`src/rtl/secl_regs.vh`:
```
`ifndef SECL_REGS_VH
`define SECL_REGS_VH

// core clock and two-wire quarter bit time
`define SECL_CLK_MHZ 40
`define SECL_QTR_NS 2500
`define SECL_QTR_CYC ((`SECL_QTR_NS * `SECL_CLK_MHZ + 999) / 1000)

// cycles allowed for the strap synchroniser to settle
`define SECL_SYNC_CYC 2'h3

// rom addressing and image layout
`define SECL_DEV_ADDR 7'h50
`define SECL_HDR_SIG 8'h55
`define SECL_ROM_BASE 8'h00
`define SECL_HDR_IDX 4'h0
`define SECL_SUB_IDX 4'h1
`define SECL_CFG_IDX 4'h5
`define SECL_LAST_IDX 4'h8

// configuration space homes of the loaded words
`define SECL_SUBSYS_OFS 8'hfc
`define SECL_CONFIG_LOAD_REGISTER_OFS 8'hf0

// bit engine commands
`define SECL_CMD_START 2'h0
`define SECL_CMD_STOP 2'h1
`define SECL_CMD_WRITE 2'h2
`define SECL_CMD_READ 2'h3

// ninth bit slot of a byte
`define SECL_ACK_BIT 4'h8

`endif

```
`src/rtl/secl_loader.v`:
```
// How it works
// - after each reset, probe the two-wire port for a rom
// - valid header: load subsystem and vendor id word (offset fch)
// - valid header: load four general configuration bytes
// - bad header: abort, leave id and configuration unloaded
// - no rom: keep default power-up values, fully working
// - data line changes only while the clock is low
// - data edge with clock high is start or stop only
// - dummy write of address zero, repeated start, then read
// - start at byte zero, read sequentially byte after byte
// - valid header: exactly nine bytes are fetched, bad header: two
// - after power-up the host may read and write the rom; with the disable strap set each request ends in error
// - disable strap: skip boot read and release both pins
// - first config byte in bits 7:0, fourth in 31:24
`timescale 1ns/1ps
`include "secl_regs.vh"
module secl_loader #(
  parameter QTR_CYC = `SECL_QTR_CYC,
  parameter [31:0] DEF_SUBSYS = 32'h00000000,
  parameter [31:0] DEF_CONFIG = 32'h00000000
) (
  input wire CLK,
  input wire RST_N,
  input wire ROM_LOADER_DISABLE,
  input wire SERIAL_ROM_DATA_LINE_IN,
  output wire SERIAL_ROM_DATA_LINE_OUT,
  output wire SERIAL_ROM_DATA_LINE_OE,
  output wire SERIAL_ROM_CLOCK_LINE_OUT,
  output wire SERIAL_ROM_CLOCK_LINE_OE,
  input wire HOST_REQ,
  input wire HOST_WRITE,
  input wire [7:0] HOST_ADDR,
  input wire [7:0] HOST_WDATA,
  output wire HOST_READY,
  output wire HOST_DONE,
  output wire HOST_ERR,
  output wire [7:0] HOST_RDATA,
  output wire LOAD_DONE,
  output wire LOAD_VALID,
  output wire ROM_PRESENT,
  output wire [31:0] SUBSYSTEM_IDS,
  output wire [31:0] CONFIG_LOAD_REGISTER
);
  localparam [3:0] S_BOOT = 4'h0;
  localparam [3:0] S_START = 4'h1;
  localparam [3:0] S_DEVW = 4'h2;
  localparam [3:0] S_ADDR = 4'h3;
  localparam [3:0] S_WDAT = 4'h4;
  localparam [3:0] S_RSTART = 4'h5;
  localparam [3:0] S_DEVR = 4'h6;
  localparam [3:0] S_READ = 4'h7;
  localparam [3:0] S_STOP = 4'h8;
  localparam [3:0] S_IDLE = 4'h9;

  localparam [1:0] M_LOAD = 2'h0;
  localparam [1:0] M_RD = 2'h1;
  localparam [1:0] M_WR = 2'h2;

  function [31:0] put_byte;
    input [31:0] word;
    input [1:0] pos;
    input [7:0] b;
    begin
      put_byte = word;
      case (pos)
        2'h0: put_byte[7:0] = b;
        2'h1: put_byte[15:8] = b;
        2'h2: put_byte[23:16] = b;
        default: put_byte[31:24] = b;
      endcase
    end
  endfunction

  reg off_s1_reg;
  reg off_s2_reg;
  reg [3:0] state_reg;
  reg [1:0] mode_reg;
  reg [1:0] boot_reg;
  reg [3:0] idx_reg;
  reg [7:0] addr_reg;
  reg [7:0] wdat_reg;
  reg issued_reg;
  reg go_reg;
  reg [1:0] cmd_reg;
  reg [7:0] tx_reg;
  reg nack_reg;
  reg fail_reg;
  reg abort_reg;
  reg [31:0] sub_stage_reg;
  reg [31:0] cfg_stage_reg;
  reg [31:0] subsys_reg;
  reg [31:0] config_reg;
  reg load_done_reg;
  reg load_valid_reg;
  reg present_reg;
  reg ready_reg;
  reg host_done_reg;
  reg host_err_reg;
  reg [7:0] host_rdata_reg;

  reg [1:0] cmd_next;
  reg [7:0] tx_next;
  wire nack_next;
  wire eng_done;
  wire eng_ack;
  wire [7:0] eng_rx;
  wire [3:0] sub_pos;
  wire [3:0] cfg_pos;

  assign sub_pos = idx_reg - `SECL_SUB_IDX;
  assign cfg_pos = idx_reg - `SECL_CFG_IDX;

  // last of nine, any host byte, or the throwaway after a bad header
  assign nack_next = (mode_reg != M_LOAD) | abort_reg | (idx_reg == `SECL_LAST_IDX);

  assign HOST_READY = ready_reg;
  assign HOST_DONE = host_done_reg;
  assign HOST_ERR = host_err_reg;
  assign HOST_RDATA = host_rdata_reg;
  assign LOAD_DONE = load_done_reg;
  assign LOAD_VALID = load_valid_reg;
  assign ROM_PRESENT = present_reg;
  assign SUBSYSTEM_IDS = subsys_reg;
  assign CONFIG_LOAD_REGISTER = config_reg;

  secl_wire_engine #(
    .QTR_CYC(QTR_CYC)
  ) u_engine (
    .clk(CLK),
    .rst_n(RST_N),
    .pins_off(off_s2_reg),
    .cmd_valid(go_reg),
    .cmd(cmd_reg),
    .tx_byte(tx_reg),
    .tx_nack(nack_reg),
    .sda_pin(SERIAL_ROM_DATA_LINE_IN),
    .done(eng_done),
    .acked(eng_ack),
    .rx_byte(eng_rx),
    .scl_out(SERIAL_ROM_CLOCK_LINE_OUT),
    .scl_oe(SERIAL_ROM_CLOCK_LINE_OE),
    .sda_out(SERIAL_ROM_DATA_LINE_OUT),
    .sda_oe(SERIAL_ROM_DATA_LINE_OE)
  );

  // strap comes from a pin
  always @(posedge CLK or negedge RST_N) begin
    if (!RST_N) begin
      // pins stay released until the strap level is known
      off_s1_reg <= 1'b1;
      off_s2_reg <= 1'b1;
    end else begin
      off_s1_reg <= ROM_LOADER_DISABLE;
      off_s2_reg <= off_s1_reg;
    end
  end

  always @* begin
    cmd_next = `SECL_CMD_START;
    tx_next = 8'h00;
    case (state_reg)
      S_DEVW: begin
        cmd_next = `SECL_CMD_WRITE;
        tx_next = {`SECL_DEV_ADDR, 1'b0};
      end
      S_ADDR: begin
        cmd_next = `SECL_CMD_WRITE;
        tx_next = addr_reg;
      end
      S_WDAT: begin
        cmd_next = `SECL_CMD_WRITE;
        tx_next = wdat_reg;
      end
      S_DEVR: begin
        cmd_next = `SECL_CMD_WRITE;
        tx_next = {`SECL_DEV_ADDR, 1'b1};
      end
      S_READ: begin
        cmd_next = `SECL_CMD_READ;
      end
      S_STOP: begin
        cmd_next = `SECL_CMD_STOP;
      end
      default: begin
        cmd_next = `SECL_CMD_START;
      end
    endcase
  end

  always @(posedge CLK or negedge RST_N) begin
    if (!RST_N) begin
      state_reg <= S_BOOT;
      mode_reg <= M_LOAD;
      boot_reg <= 2'h0;
      idx_reg <= 4'h0;
      addr_reg <= `SECL_ROM_BASE;
      wdat_reg <= 8'h00;
      issued_reg <= 1'b0;
      go_reg <= 1'b0;
      cmd_reg <= `SECL_CMD_START;
      tx_reg <= 8'h00;
      nack_reg <= 1'b0;
      fail_reg <= 1'b0;
      abort_reg <= 1'b0;
      sub_stage_reg <= 32'h00000000;
      cfg_stage_reg <= 32'h00000000;
      subsys_reg <= DEF_SUBSYS;
      config_reg <= DEF_CONFIG;
      load_done_reg <= 1'b0;
      load_valid_reg <= 1'b0;
      present_reg <= 1'b0;
      ready_reg <= 1'b0;
      host_done_reg <= 1'b0;
      host_err_reg <= 1'b0;
      host_rdata_reg <= 8'h00;
    end else begin
      go_reg <= 1'b0;
      host_done_reg <= 1'b0;
      case (state_reg)
        S_BOOT: begin
          boot_reg <= boot_reg + 2'h1;
          if (boot_reg == `SECL_SYNC_CYC) begin
            if (off_s2_reg) begin
              load_done_reg <= 1'b1;
              ready_reg <= 1'b1;
              state_reg <= S_IDLE;
            end else begin
              mode_reg <= M_LOAD;
              addr_reg <= `SECL_ROM_BASE;
              idx_reg <= 4'h0;
              state_reg <= S_START;
            end
          end
        end
        S_IDLE: begin
          if (HOST_REQ && off_s2_reg) begin
            // pins are cut off, nothing to talk to
            host_done_reg <= 1'b1;
            host_err_reg <= 1'b1;
          end else if (HOST_REQ) begin
            ready_reg <= 1'b0;
            mode_reg <= HOST_WRITE ? M_WR : M_RD;
            addr_reg <= HOST_ADDR;
            wdat_reg <= HOST_WDATA;
            fail_reg <= 1'b0;
            state_reg <= S_START;
          end
        end
        default: begin
          if (!issued_reg) begin
            go_reg <= 1'b1;
            issued_reg <= 1'b1;
            cmd_reg <= cmd_next;
            tx_reg <= tx_next;
            nack_reg <= nack_next;
          end else if (eng_done) begin
            issued_reg <= 1'b0;
            case (state_reg)
              S_START: begin
                state_reg <= S_DEVW;
              end
              S_DEVW: begin
                if (mode_reg == M_LOAD) begin
                  present_reg <= eng_ack;
                end
                fail_reg <= ~eng_ack;
                state_reg <= eng_ack ? S_ADDR : S_STOP;
              end
              S_ADDR: begin
                fail_reg <= ~eng_ack;
                if (!eng_ack) begin
                  state_reg <= S_STOP;
                end else if (mode_reg == M_WR) begin
                  state_reg <= S_WDAT;
                end else begin
                  state_reg <= S_RSTART;
                end
              end
              S_WDAT: begin
                fail_reg <= ~eng_ack;
                state_reg <= S_STOP;
              end
              S_RSTART: begin
                state_reg <= S_DEVR;
              end
              S_DEVR: begin
                fail_reg <= ~eng_ack;
                state_reg <= eng_ack ? S_READ : S_STOP;
              end
              S_READ: begin
                idx_reg <= idx_reg + 4'h1;
                if (mode_reg != M_LOAD) begin
                  host_rdata_reg <= eng_rx;
                end else if (idx_reg == `SECL_HDR_IDX) begin
                  // one more byte is clocked with nack, the bus needs it
                  if (eng_rx != `SECL_HDR_SIG) begin
                    abort_reg <= 1'b1;
                  end
                end else if (idx_reg < `SECL_CFG_IDX) begin
                  sub_stage_reg <= put_byte(sub_stage_reg, sub_pos[1:0], eng_rx);
                end else begin
                  cfg_stage_reg <= put_byte(cfg_stage_reg, cfg_pos[1:0], eng_rx);
                end
                if (nack_reg) begin
                  state_reg <= S_STOP;
                end
              end
              S_STOP: begin
                state_reg <= S_IDLE;
                ready_reg <= 1'b1;
                if (mode_reg == M_LOAD) begin
                  load_done_reg <= 1'b1;
                  // staged so a failed load never half-updates
                  if (!fail_reg && !abort_reg) begin
                    load_valid_reg <= 1'b1;
                    subsys_reg <= sub_stage_reg;
                    config_reg <= cfg_stage_reg;
                  end
                end else begin
                  host_done_reg <= 1'b1;
                  host_err_reg <= fail_reg;
                end
              end
              default: begin
                state_reg <= S_IDLE;
              end
            endcase
          end
        end
      endcase
    end
  end
endmodule

```
`src/rtl/secl_wire_engine.v`:
```
`timescale 1ns/1ps
`include "secl_regs.vh"
module secl_wire_engine #(
  parameter QTR_CYC = `SECL_QTR_CYC
) (
  input wire clk,
  input wire rst_n,
  input wire pins_off,
  input wire cmd_valid,
  input wire [1:0] cmd,
  input wire [7:0] tx_byte,
  input wire tx_nack,
  input wire sda_pin,
  output wire done,
  output wire acked,
  output wire [7:0] rx_byte,
  output wire scl_out,
  output wire scl_oe,
  output wire sda_out,
  output wire sda_oe
);
  localparam [15:0] QTR_LAST = QTR_CYC[15:0] - 16'h0001;

  reg sda_s1_reg;
  reg sda_s2_reg;
  reg busy_reg;
  reg done_reg;
  reg ack_reg;
  reg scl_reg;
  reg low_reg;
  reg scl_oe_reg;
  reg sda_oe_reg;
  reg nack_reg;
  reg [1:0] op_reg;
  reg [1:0] q_reg;
  reg [3:0] bit_reg;
  reg [7:0] sh_reg;
  reg [15:0] cnt_reg;
  wire tick;

  assign tick = busy_reg && (cnt_reg == QTR_LAST);
  assign done = done_reg;
  assign acked = ack_reg;
  assign rx_byte = sh_reg;
  assign scl_out = scl_reg;
  assign scl_oe = scl_oe_reg;
  // open drain: only ever pulls low
  assign sda_out = 1'b0;
  assign sda_oe = sda_oe_reg;

  always @(posedge clk or negedge rst_n) begin
    if (!rst_n) begin
      sda_s1_reg <= 1'b1;
      sda_s2_reg <= 1'b1;
    end else begin
      sda_s1_reg <= sda_pin;
      sda_s2_reg <= sda_s1_reg;
    end
  end

  always @(posedge clk or negedge rst_n) begin
    if (!rst_n) begin
      busy_reg <= 1'b0;
      done_reg <= 1'b0;
      ack_reg <= 1'b0;
      scl_reg <= 1'b1;
      low_reg <= 1'b0;
      scl_oe_reg <= 1'b0;
      sda_oe_reg <= 1'b0;
      nack_reg <= 1'b0;
      op_reg <= `SECL_CMD_START;
      q_reg <= 2'h0;
      bit_reg <= 4'h0;
      sh_reg <= 8'h00;
      cnt_reg <= 16'h0000;
    end else begin
      done_reg <= 1'b0;
      // disabled means both pins let go entirely
      scl_oe_reg <= ~pins_off;
      sda_oe_reg <= low_reg & ~pins_off;
      if (!busy_reg) begin
        cnt_reg <= 16'h0000;
        if (cmd_valid) begin
          busy_reg <= 1'b1;
          op_reg <= cmd;
          sh_reg <= tx_byte;
          nack_reg <= tx_nack;
          q_reg <= 2'h0;
          bit_reg <= 4'h0;
          scl_reg <= 1'b0;
        end
      end else if (!tick) begin
        cnt_reg <= cnt_reg + 16'h0001;
      end else begin
        cnt_reg <= 16'h0000;
        q_reg <= q_reg + 2'h1;
        case (q_reg)
          2'h0: begin
            // data moves only a full quarter after the clock fell
            if (op_reg == `SECL_CMD_START) begin
              low_reg <= 1'b0;
            end else if (op_reg == `SECL_CMD_STOP) begin
              low_reg <= 1'b1;
            end else if (bit_reg == `SECL_ACK_BIT) begin
              low_reg <= (op_reg == `SECL_CMD_READ) & ~nack_reg;
            end else begin
              low_reg <= (op_reg == `SECL_CMD_WRITE) & ~sh_reg[7];
            end
          end
          2'h1: begin
            scl_reg <= 1'b1;
          end
          2'h2: begin
            // edges with clock high are framing only
            if (op_reg == `SECL_CMD_START) begin
              low_reg <= 1'b1;
            end else if (op_reg == `SECL_CMD_STOP) begin
              low_reg <= 1'b0;
            end
          end
          default: begin
            if (op_reg != `SECL_CMD_STOP) begin
              scl_reg <= 1'b0;
            end
            if (op_reg[1] && bit_reg != `SECL_ACK_BIT) begin
              sh_reg <= {sh_reg[6:0], sda_s2_reg};
              bit_reg <= bit_reg + 4'h1;
            end else begin
              busy_reg <= 1'b0;
              done_reg <= 1'b1;
              ack_reg <= ~sda_s2_reg;
            end
          end
        endcase
      end
    end
  end
endmodule

```
`config.mk`:
```
export PLATFORM = sky130hd
export DESIGN_NAME = secl_loader
export DESIGN_NICKNAME = d
export VERILOG_FILES = /design/src/rtl/secl_loader.v /design/src/rtl/secl_wire_engine.v
export VERILOG_INCLUDE_DIRS = /design/src /design/src/rtl
export SDC_FILE = /design/constraint.sdc
export NUM_CORES = 1
export LEC_CHECK = 0
export ABC_AREA = 1
export ABC_CLOCK_PERIOD_IN_PS = 2400
export BUFFER_PORTS_ARGS = -buffer_cell sky130_fd_sc_hd__buf_2
export CORE_ASPECT_RATIO = 1.5
export CORE_MARGIN = 2
export CORE_UTILIZATION = 59
export CTS_CLUSTER_SIZE = 16
export DETAILED_ROUTE_END_ITERATION = 10
export GPL_TIMING_DRIVEN = 1
export PLACE_DENSITY_LB_ADDON = 0.1
export SLEW_MARGIN = 20
export SYNTH_ARGS = -nofsm -noshare
export SYNTH_HDL_FRONTEND = slang
export SYNTH_SLANG_ARGS = --single-unit
```
`constraint.sdc`:
```
create_clock -name CLK -period 2.4 [get_ports CLK]
set_input_delay 0 -clock CLK [delete_from_list [all_inputs] [get_ports CLK]]
set_output_delay 0 -clock CLK [all_outputs]
set_load 0.1 [all_outputs]
```
# Word level (Yosys, flattened, before mapping)
# Cells that the tools add are included.
# totals
output_inout_bits	82
register_bits	229
word_cells	280
input_bits	22
# classes
reduce_logical	62
order_cmp	1
n_addsub	7
bitwise	23
eq_ne	40
n_mux	100
# ops
operator	n
$mux 4	20
$mux 8	9
$reduce_and 8->1	8
$mux 1	47
$mux 16	2
$pmux 8 s4	1
$reduce_and 6->1	5
$pmux 4 s7	1
$reduce_bool 2->1	13
$reduce_and 7->1	3
$ne 2x2->1 const B	10
$not 1->1	18
$add 16x1->16 const B	1
$eq 16x7->1 const B	1
$eq 4x3->1 const B	4
$eq 4x4->1 const B	4
$mux 2	8
$pmux 4 s2	2
$pmux 8 s2	1
$reduce_and 4->1	4
$reduce_and 5->1	3
$eq 2x2->1 const B	7
$pmux 1 s2	7
$logic_not 2->1	5
26 further kinds	49

# Logic depth before layout (Yosys ltp)
# Gate-level depths: netlist (run 1).
# logic_depth
ltp_word	7
ltp_mapped	11
mapped_depth_nobuf	9

# Hierarchy
# Synthesis (run 1) repeated with hierarchy kept, for this count alone.
# hier_totals
cells_unflattened	1224
area_unflattened_um2	10471.3
# by_module_without_submodules
module	area_per_inst_um2	cells_each	instances	seq_area_each_um2
secl_loader	8135.3	937	1	4682.0
secl_wire_engine	2336.0	287	1	1054.8

# Worst setup path before layout (run 1)
# No wires, ideal clock.
# synth_timing
kind	register to register
start	register idx_reg[0]
end	register sub_stage_reg[0]
setup_slack_ns	0.552
required_ns	2.283
setup_time_ns	0.117
n_path_buf	0
synth_period_minus_slack_ns	1.848
path_stages_with_launch	10
t_arrival_ns	1.731
path_cell_list	dfrtp_1 -> inv_1 -> ha_1 -> nor2_1 -> nor2_1 -> nand2_1 -> nor2_2 -> nand2_1 -> nand2_1 -> nand2_1
# synth_between
elab_chain_len	3
elab_cells_between_ends	6
classes_between	1 x add/sub; 1 x order compare; 1 x bitwise; 3 x reduce/logical
# synth_lines
element	line	rtl
from (decl)	secl_loader.v:79	reg [3:0] idx_reg;
from (signal assigned)	secl_loader.v:291	idx_reg <= idx_reg + 4'h1;
$sub 2x1->2 (no source line) or $logic_not 4->1 (tied branches)	n/a	
$logic_not 2->1 or $not 1->1 (tied branches)	n/a	
$reduce_and 8->1 (no source line) (*)	n/a	
to (signal assigned)	secl_loader.v:300	sub_stage_reg <= put_byte(sub_stage_reg, sub_pos[1:0], eng_rx);
to (decl)	secl_loader.v:89	reg [31:0] sub_stage_reg;
# Mark *: on every way between the ends. The rest lies on a longest branch, timed or not.
# A chain may end at the register's enable or synchronous reset.

# Final worst setup path (run 1)
# layout_timing
start	register state_reg[1]
end	register cfg_stage_reg[22]
# layout_between
elab_chain_len	4
elab_cells_between_ends	6
classes_between	2 x eq/ne; 1 x bitwise; 3 x reduce/logical
# layout_lines
element	line	rtl
from (decl)	secl_loader.v:76	reg [3:0] state_reg;
from (signal assigned)	secl_loader.v:267	state_reg <= eng_ack ? S_ADDR : S_STOP;
from (signal assigned)	secl_loader.v:288	state_reg <= eng_ack ? S_READ : S_STOP;
$eq 4x4->1 or $logic_not 4->1 (tied branches)	secl_loader.v:219	case (state_reg)
$reduce_or 2->1 (no source line)	n/a	
$not 1->1 (no source line)	n/a	
$reduce_and 8->1 (no source line) (*)	n/a	
to (signal assigned)	secl_loader.v:302	cfg_stage_reg <= put_byte(cfg_stage_reg, cfg_pos[1:0], eng_rx);
to (decl)	secl_loader.v:90	reg [31:0] cfg_stage_reg;
# Marks and branches as above.

==> run metrics, run 1 <==
Avg Inst Size Synth 8.36 µm²; CTS root buf clkbuf_16; PwrDens 824 nW/µm²; fin cells 1556; register clock-pin slew on the reported worst setup and hold paths 0.07 ns; met2 Resource Use GR 0.465; most frequent cells in the layout 442 x nand2_1, 224 x dfrtp_1, 189 x nand3_1, 101 x buf_2, 80 x inv_1; met1 Use GR 0.320; share of cells above drive strength 1 0.144; cell accounting for the most synthesized area dfrtp_1; cell area after layout 11900 µm²; kind of critical path reg2reg; headroom to the max-slew limit 0.524; Reg2Reg Depth 9; LEAKAGE 6.48 nW; site row count 58; CP Capture Type register; maxcap violations 0; Routed WL 22800 µm; DRT antenna net count 0; crit path to cfg_stage_reg[22]; Inst Count DP 1498; Antenna Cells 0; Vias per Instance 5.34; r2r endpoint cfg_stage_reg[22]; total number of vias 8311; busiest layer in global routing met2; Placeable Area 16800 µm²; CTS H-tree lvls 1; dpl cell area 10900 µm²; antenna violations before repair 0; commonest non-fill, non-tap cell in the layout nand2_1; post-CTS setup buffer count 0; fill count 1348; Layout area overhead 16.9%; Synth Net Count 1250; gr ovfl total 0; Starting Density 0.603; Synth area leaders dfrtp_1 55%, nand2_1 16%, nand3_1 9.3%; #FFs+latches synth 229; worst setup path start state_reg[1]; CTS sink count 229; met3 Use GR 0.0275; Worst Tran Pin Value 0.714 ns; Final GP Congestion 0.872; DRC Markers 0; crit path max fanout 23; Cell variety after synth 33; pin count of the biggest net entering global routing 92; Peak Freq 0.455 GHz; Netlist Area Pre-Place 10200 µm²; Worst VDD drop 0.807 mV; Worst path slowest cell dfrtp_1; Final HPWL DP 15600 µm; Yosys warnings 0; CTS tree built; top-level port count 104; global-route wire length before repair 38700 µm; Pins Over Slew Limit 0; die height 165 µm; status complete, no violations; GRT Util Overall 0.255; register area share after synthesis 0.565; WP data required 2.79 ns; Clk Latency, worst-skew pair 0.50 ns; full die area 18300 µm²; Max Root-Sink Buffers 3; Num CTS Buffers 21; Synth top area share 0.552; fin nets 1367; Die Width 111 µm; RSZ-0062 raised after global routing no; Wirelength per Cell 14.6 µm; buffers added on ports 102; DR iter-0 viols 459; worst reg-to-reg setup slack 0.20 ns; Final Hold Vio Count 0; vias in the first global route 8090; DRT Pass-1 Iters 5; Final Critical Period 2.20 ns; Tcrit/Tclk final 0.915; Setup TNS Final 0 ns; Most common cell on crit path nand2_1; Cells after Synth 1215; Largest stage delay, worst path 0.52 ns; Arrival @ worst endpoint 2.58 ns; clock skew 0.0173 ns; CP Launch Type register; R2R Path Start state_reg[1]; cells along the critical path nor2_1 > nand2_2 > nand2_1 > nor2_2 > inv_2 > nor2_4 > nand2_2 > nand2_1 > nand2_1; HP Class in2async; setup violators final 0
cell families after synthesis:
group,share of synthesized area
xor gates and xnor gates,0.00776
adders and majority gates,0.0160
other,0.000369
buffers and inverters,0.0557
and+or+nand+nor,0.313
DFF,0.565
AOI/OAI and AO/OA,0.0420
where the power goes:
group | switching, mW | internal (mW) | total [mW]
clock network | 1.41 | 2.16 | 3.57
registers | 0.172 | 4.11 | 4.28
logic | 1.42 | 0.509 | 1.93
total | 3.00 | 6.78 | 9.78
critical path, delay by kind of cell, from the launching register on:
kind / cells / cell delay (ns)
flops: 1 / 0.52
simple gates: 8 / 1.47
buf+inv: 1 / 0.08
routing by layer:
metal	vias up	wire, µm
met3	50	884
met4	0	607
met5	-	0
li1	4119	-
met2	188	11600
met1	3954	9640
how the worst min path moves through the flow:
| stage | start | to | slack (ns) | cells after the start |
|---|---|---|---|---|
| after CTS | ROM_LOADER_DISABLE | off_s1_reg | 0.13 | 2 |
| after global routing | SERIAL_ROM_DATA_LINE_IN | u_engine.sda_s1_reg | 0.15 | 2 |
| after global placement | RST_N | SUBSYSTEM_IDS[5] | 0.07 | 1 |
| final | RST_N | SUBSYSTEM_IDS[5] | 0.08 | 2 |
| after floorplan | RST_N | CONFIG_LOAD_REGISTER[0] | -0.30 | 0 |
| after detailed placement | RST_N | SUBSYSTEM_IDS[7] | 0.07 | 1 |
metrics by stage:
| stage | utilization | total power, mW | setup slack (ns) | hold WS [ns] |
|---|---|---|---|---|
| 4_1_cts | 0.705 | 9.84 | 0.210 | 0.134 |
| 2_1_floorplan | - | 5.69 | 0.552 | -0.296 |
| 5_1_grt | 0.705 | 10.3 | 0.0105 | 0.147 |
| 3_3_place_gp | 0.649 | 6.21 | 0.306 | 0.0702 |
| 6_report | 0.705 | 9.78 | 0.204 | 0.0810 |
| 3_5_place_dp | 0.649 | 6.25 | 0.235 | 0.0666 |
cell type report:
cell class                 instances  area [µm²]  share of cell area
sequential                       229        5740               0.483
clock buffer                      28         592              0.0499
multi-input combinational        851        3870               0.326
timing repair buffer             146         953              0.0803
tap                              210         263              0.0221
clock inverter                     9         149              0.0125
inverter                          83         312              0.0262
cells in the mapped netlist (all sizes together):
library cell / n
a21oi: 11
buf: 29
clkbuf: 23
conb: 1
dfrtp: 224
dfstp: 5
ha: 13
inv: 83
nand2: 449
nand3: 189
nand3b: 3
nand4: 7
nor2: 77
nor3: 14
nor3b: 2
nor4: 3
o211ai: 1
o21a: 2
o21ai: 62
o21bai: 1
o22ai: 5
or2: 2
xnor2: 2
xor2: 7
timing repair:
| item | in CTS | in global routing |
|---|---|---|
| hold endpoints to repair | 111 | 0 |
| resized for setup | 0 | 0 |
| hold buffers | 21 | 0 |
| setup endpoints to repair | 0 | 0 |
Note: power is estimated with default switching activity, not from simulation.
==> run 2, diff against run 1 <==
--- a/config.mk
+++ b/config.mk
@@ -10,7 +10,7 @@
 export ABC_CLOCK_PERIOD_IN_PS = 2400
 export BUFFER_PORTS_ARGS = -buffer_cell sky130_fd_sc_hd__buf_2
 export CORE_ASPECT_RATIO = 1.5
-export CORE_MARGIN = 2
+export CORE_MARGIN = 4
 export CORE_UTILIZATION = 59
 export CTS_CLUSTER_SIZE = 16
 export DETAILED_ROUTE_END_ITERATION = 10
==> run metrics, run 2 (synthesis results as in run 1) <==
busiest layer in global routing met2 (unchanged); Final Critical Period 2.19 ns (was 2.20 ns); antenna violations before repair 0 (unchanged); CP Capture Type register (unchanged); fin nets 1368 (was 1367); Logic pwr share 0.201 (was 0.197); maxcap violations 0 (unchanged); Worst Tran Pin Value 0.679 ns (was 0.714 ns); area of the multi-input gates 3870 µm² (about the same); Antenna Cells 0 (unchanged); HP Class in2async (unchanged); Routed WL 23300 µm (was 22800 µm); WP data required 2.77 ns (was 2.79 ns); buffers added on ports 102 (unchanged); clock skew 0.00753 ns (was 0.0173 ns); Final GP Congestion 0.896 (was 0.872); gr ovfl total 0 (unchanged); met1 Use GR 0.313 (was 0.320); dpl cell area 10900 µm² (about the same); CTS tree built (unchanged); sw frac 0.305 (was 0.307); CP Launch Type register (unchanged); setup violators final 0 (unchanged); Layout area overhead 16.6% (was 16.9%); Psw 2.92 mW (was 3.00 mW); Worst VDD drop 0.787 mV (was 0.807 mV); site row count 58 (unchanged); Wirelength per Cell 15.0 µm (was 14.6 µm); Starting Density 0.603 (unchanged); Worst path slowest cell dfrtp_1 (unchanged); Cell Int Power 6.67 mW (was 6.78 mW); full die area 19400 µm² (was 18300 µm²); post-CTS setup buffer count 0 (unchanged); share of cells above drive strength 1 0.143 (was 0.144); Final HPWL DP 15900 µm (was 15600 µm); register clock-pin slew on the reported worst setup and hold paths 0.06 ns (was 0.07 ns); Tcrit/Tclk final 0.914 (was 0.915); status complete, no violations (unchanged); cell area after layout 11800 µm² (was 11900 µm²); Most common cell on crit path nand2_1 (unchanged); LEAKAGE 6.46 nW (was 6.48 nW); CTS H-tree lvls 1 (unchanged); Max Root-Sink Buffers 3 (unchanged); Num CTS Buffers 21 (unchanged); total number of vias 8331 (was 8311); Pins Over Slew Limit 0 (unchanged); Largest stage delay, worst path 0.51 ns (was 0.52 ns); CTS root buf clkbuf_16 (unchanged); Die Width 115 µm (was 111 µm); Clk Latency, worst-skew pair 0.49 ns (was 0.50 ns); crit path max fanout 23 (unchanged); fill count 1370 (was 1348); DRC Markers 0 (unchanged); Setup TNS Final 0 ns (unchanged); RSZ-0062 raised after global routing no (unchanged); Peak Freq 0.456 GHz (was 0.455 GHz); CP Buf/Inv Count 1 (unchanged); vias in the first global route 8072 (was 8090); CTS sink count 229 (unchanged); GRT Util Overall 0.247 (was 0.255); Arrival @ worst endpoint 2.56 ns (was 2.58 ns); PwrDens 810 nW/µm² (was 824 nW/µm²); FF/Latch Area 5740 µm² (unchanged); met3 Use GR 0.0247 (was 0.0275); share of total power in the clock network 0.352 (was 0.365); part of the power in registers 0.447 (was 0.438); met2 Resource Use GR 0.438 (was 0.465); DR iter-0 viols 668 (was 459); Vias per Instance 5.36 (was 5.34); kind of critical path reg2reg (unchanged); most frequent cells in the layout 442 x nand2_1, 224 x dfrtp_1, 189 x nand3_1, 101 x buf_2, 80 x inv_1 (unchanged); headroom to the max-slew limit 0.547 (was 0.524); commonest non-fill, non-tap cell in the layout nand2_1 (unchanged); Final Hold Vio Count 0 (unchanged); pin count of the biggest net entering global routing 88 (was 92); top-level port count 104 (unchanged); Placeable Area 16800 µm² (unchanged); global-route wire length before repair 39500 µm (was 38700 µm); DRT antenna net count 0 (unchanged); cells along the critical path nor2_1 > nand2_2 > nand2_1 > nor2_2 > inv_2 > nor2_4 > nand2_2 > nand2_1 > nand2_1 (unchanged); die height 169 µm (was 165 µm); family with the most delay on the worst path simple AND/OR/NAND/NOR gates (unchanged); DRT Pass-1 Iters 5 (unchanged)
## run 2: cell count changes in the layout (fill, tap and decap cells not counted), sizes merged
cell / delta
buf: +1
bufinv: -1
clkinv: -1
inv: -1
## run 2: per-stage QoR
step                hold slack [ns]  cells  total power [mW]  worst slack [ns]  utilization
finish                       0.0852   1554              9.59             0.206        0.703
detailed placement           0.0485   1499              6.25             0.243        0.649
floorplan                    -0.296   1215              5.69             0.552            -
global route                  0.142   1554              10.1           0.00591        0.703
global placement             0.0437   1499              6.21             0.288        0.649
CTS                           0.128   1554              9.67             0.212        0.703
## run 2: path summary, 6_finish.rpt
path	start	end	slack, ns	cells past startpoint
max	state_reg[1]	cfg_stage_reg[16]	0.21	9
min	RST_N	SUBSYSTEM_IDS[7]	0.09	2
max reg2reg	state_reg[1]	cfg_stage_reg[16]	0.21	9
min reg2reg	off_s1_reg	off_s2_reg	0.35	0
max in group asynchronous	RST_N	off_s1_reg	1.52	3
min in group CLK	SERIAL_ROM_DATA_LINE_IN	u_engine.sda_s1_reg	0.16	2
## run 2: area by class of cell
class,count,area share
inverters,83,0.0263
repair buffers,147,0.0812
multi-input cells,851,0.327
flip-flops and latches,229,0.485
well taps,210,0.0222
clock buffers,28,0.0500
clock inverters,6,0.00888
## run 2: power by group through the flow
stage	registers, mW	clock network (mW)	logic (mW)
detailed placement	4.35	0	1.90
finish	4.29	3.38	1.93
floorplan	4.45	0	1.24
global placement	4.34	0	1.86
global route	4.31	3.61	2.18
CTS	4.29	3.45	1.94
## run 2: per-layer routing
metal	up-vias	wire (µm)
met5	-	0
met4	0	668
met3	49	908
met2	200	12200
met1	3949	9440
li1	4133	-
## run 2: what timing repair did
| item | 4_1_cts | 5_1_grt |
|---|---|---|
| gates resized for setup | 0 | 1 |
| endpoints found under the hold margin | 120 | 0 |
| hold buffers | 21 | 0 |
| endpoints found under the setup margin | 0 | 3 |
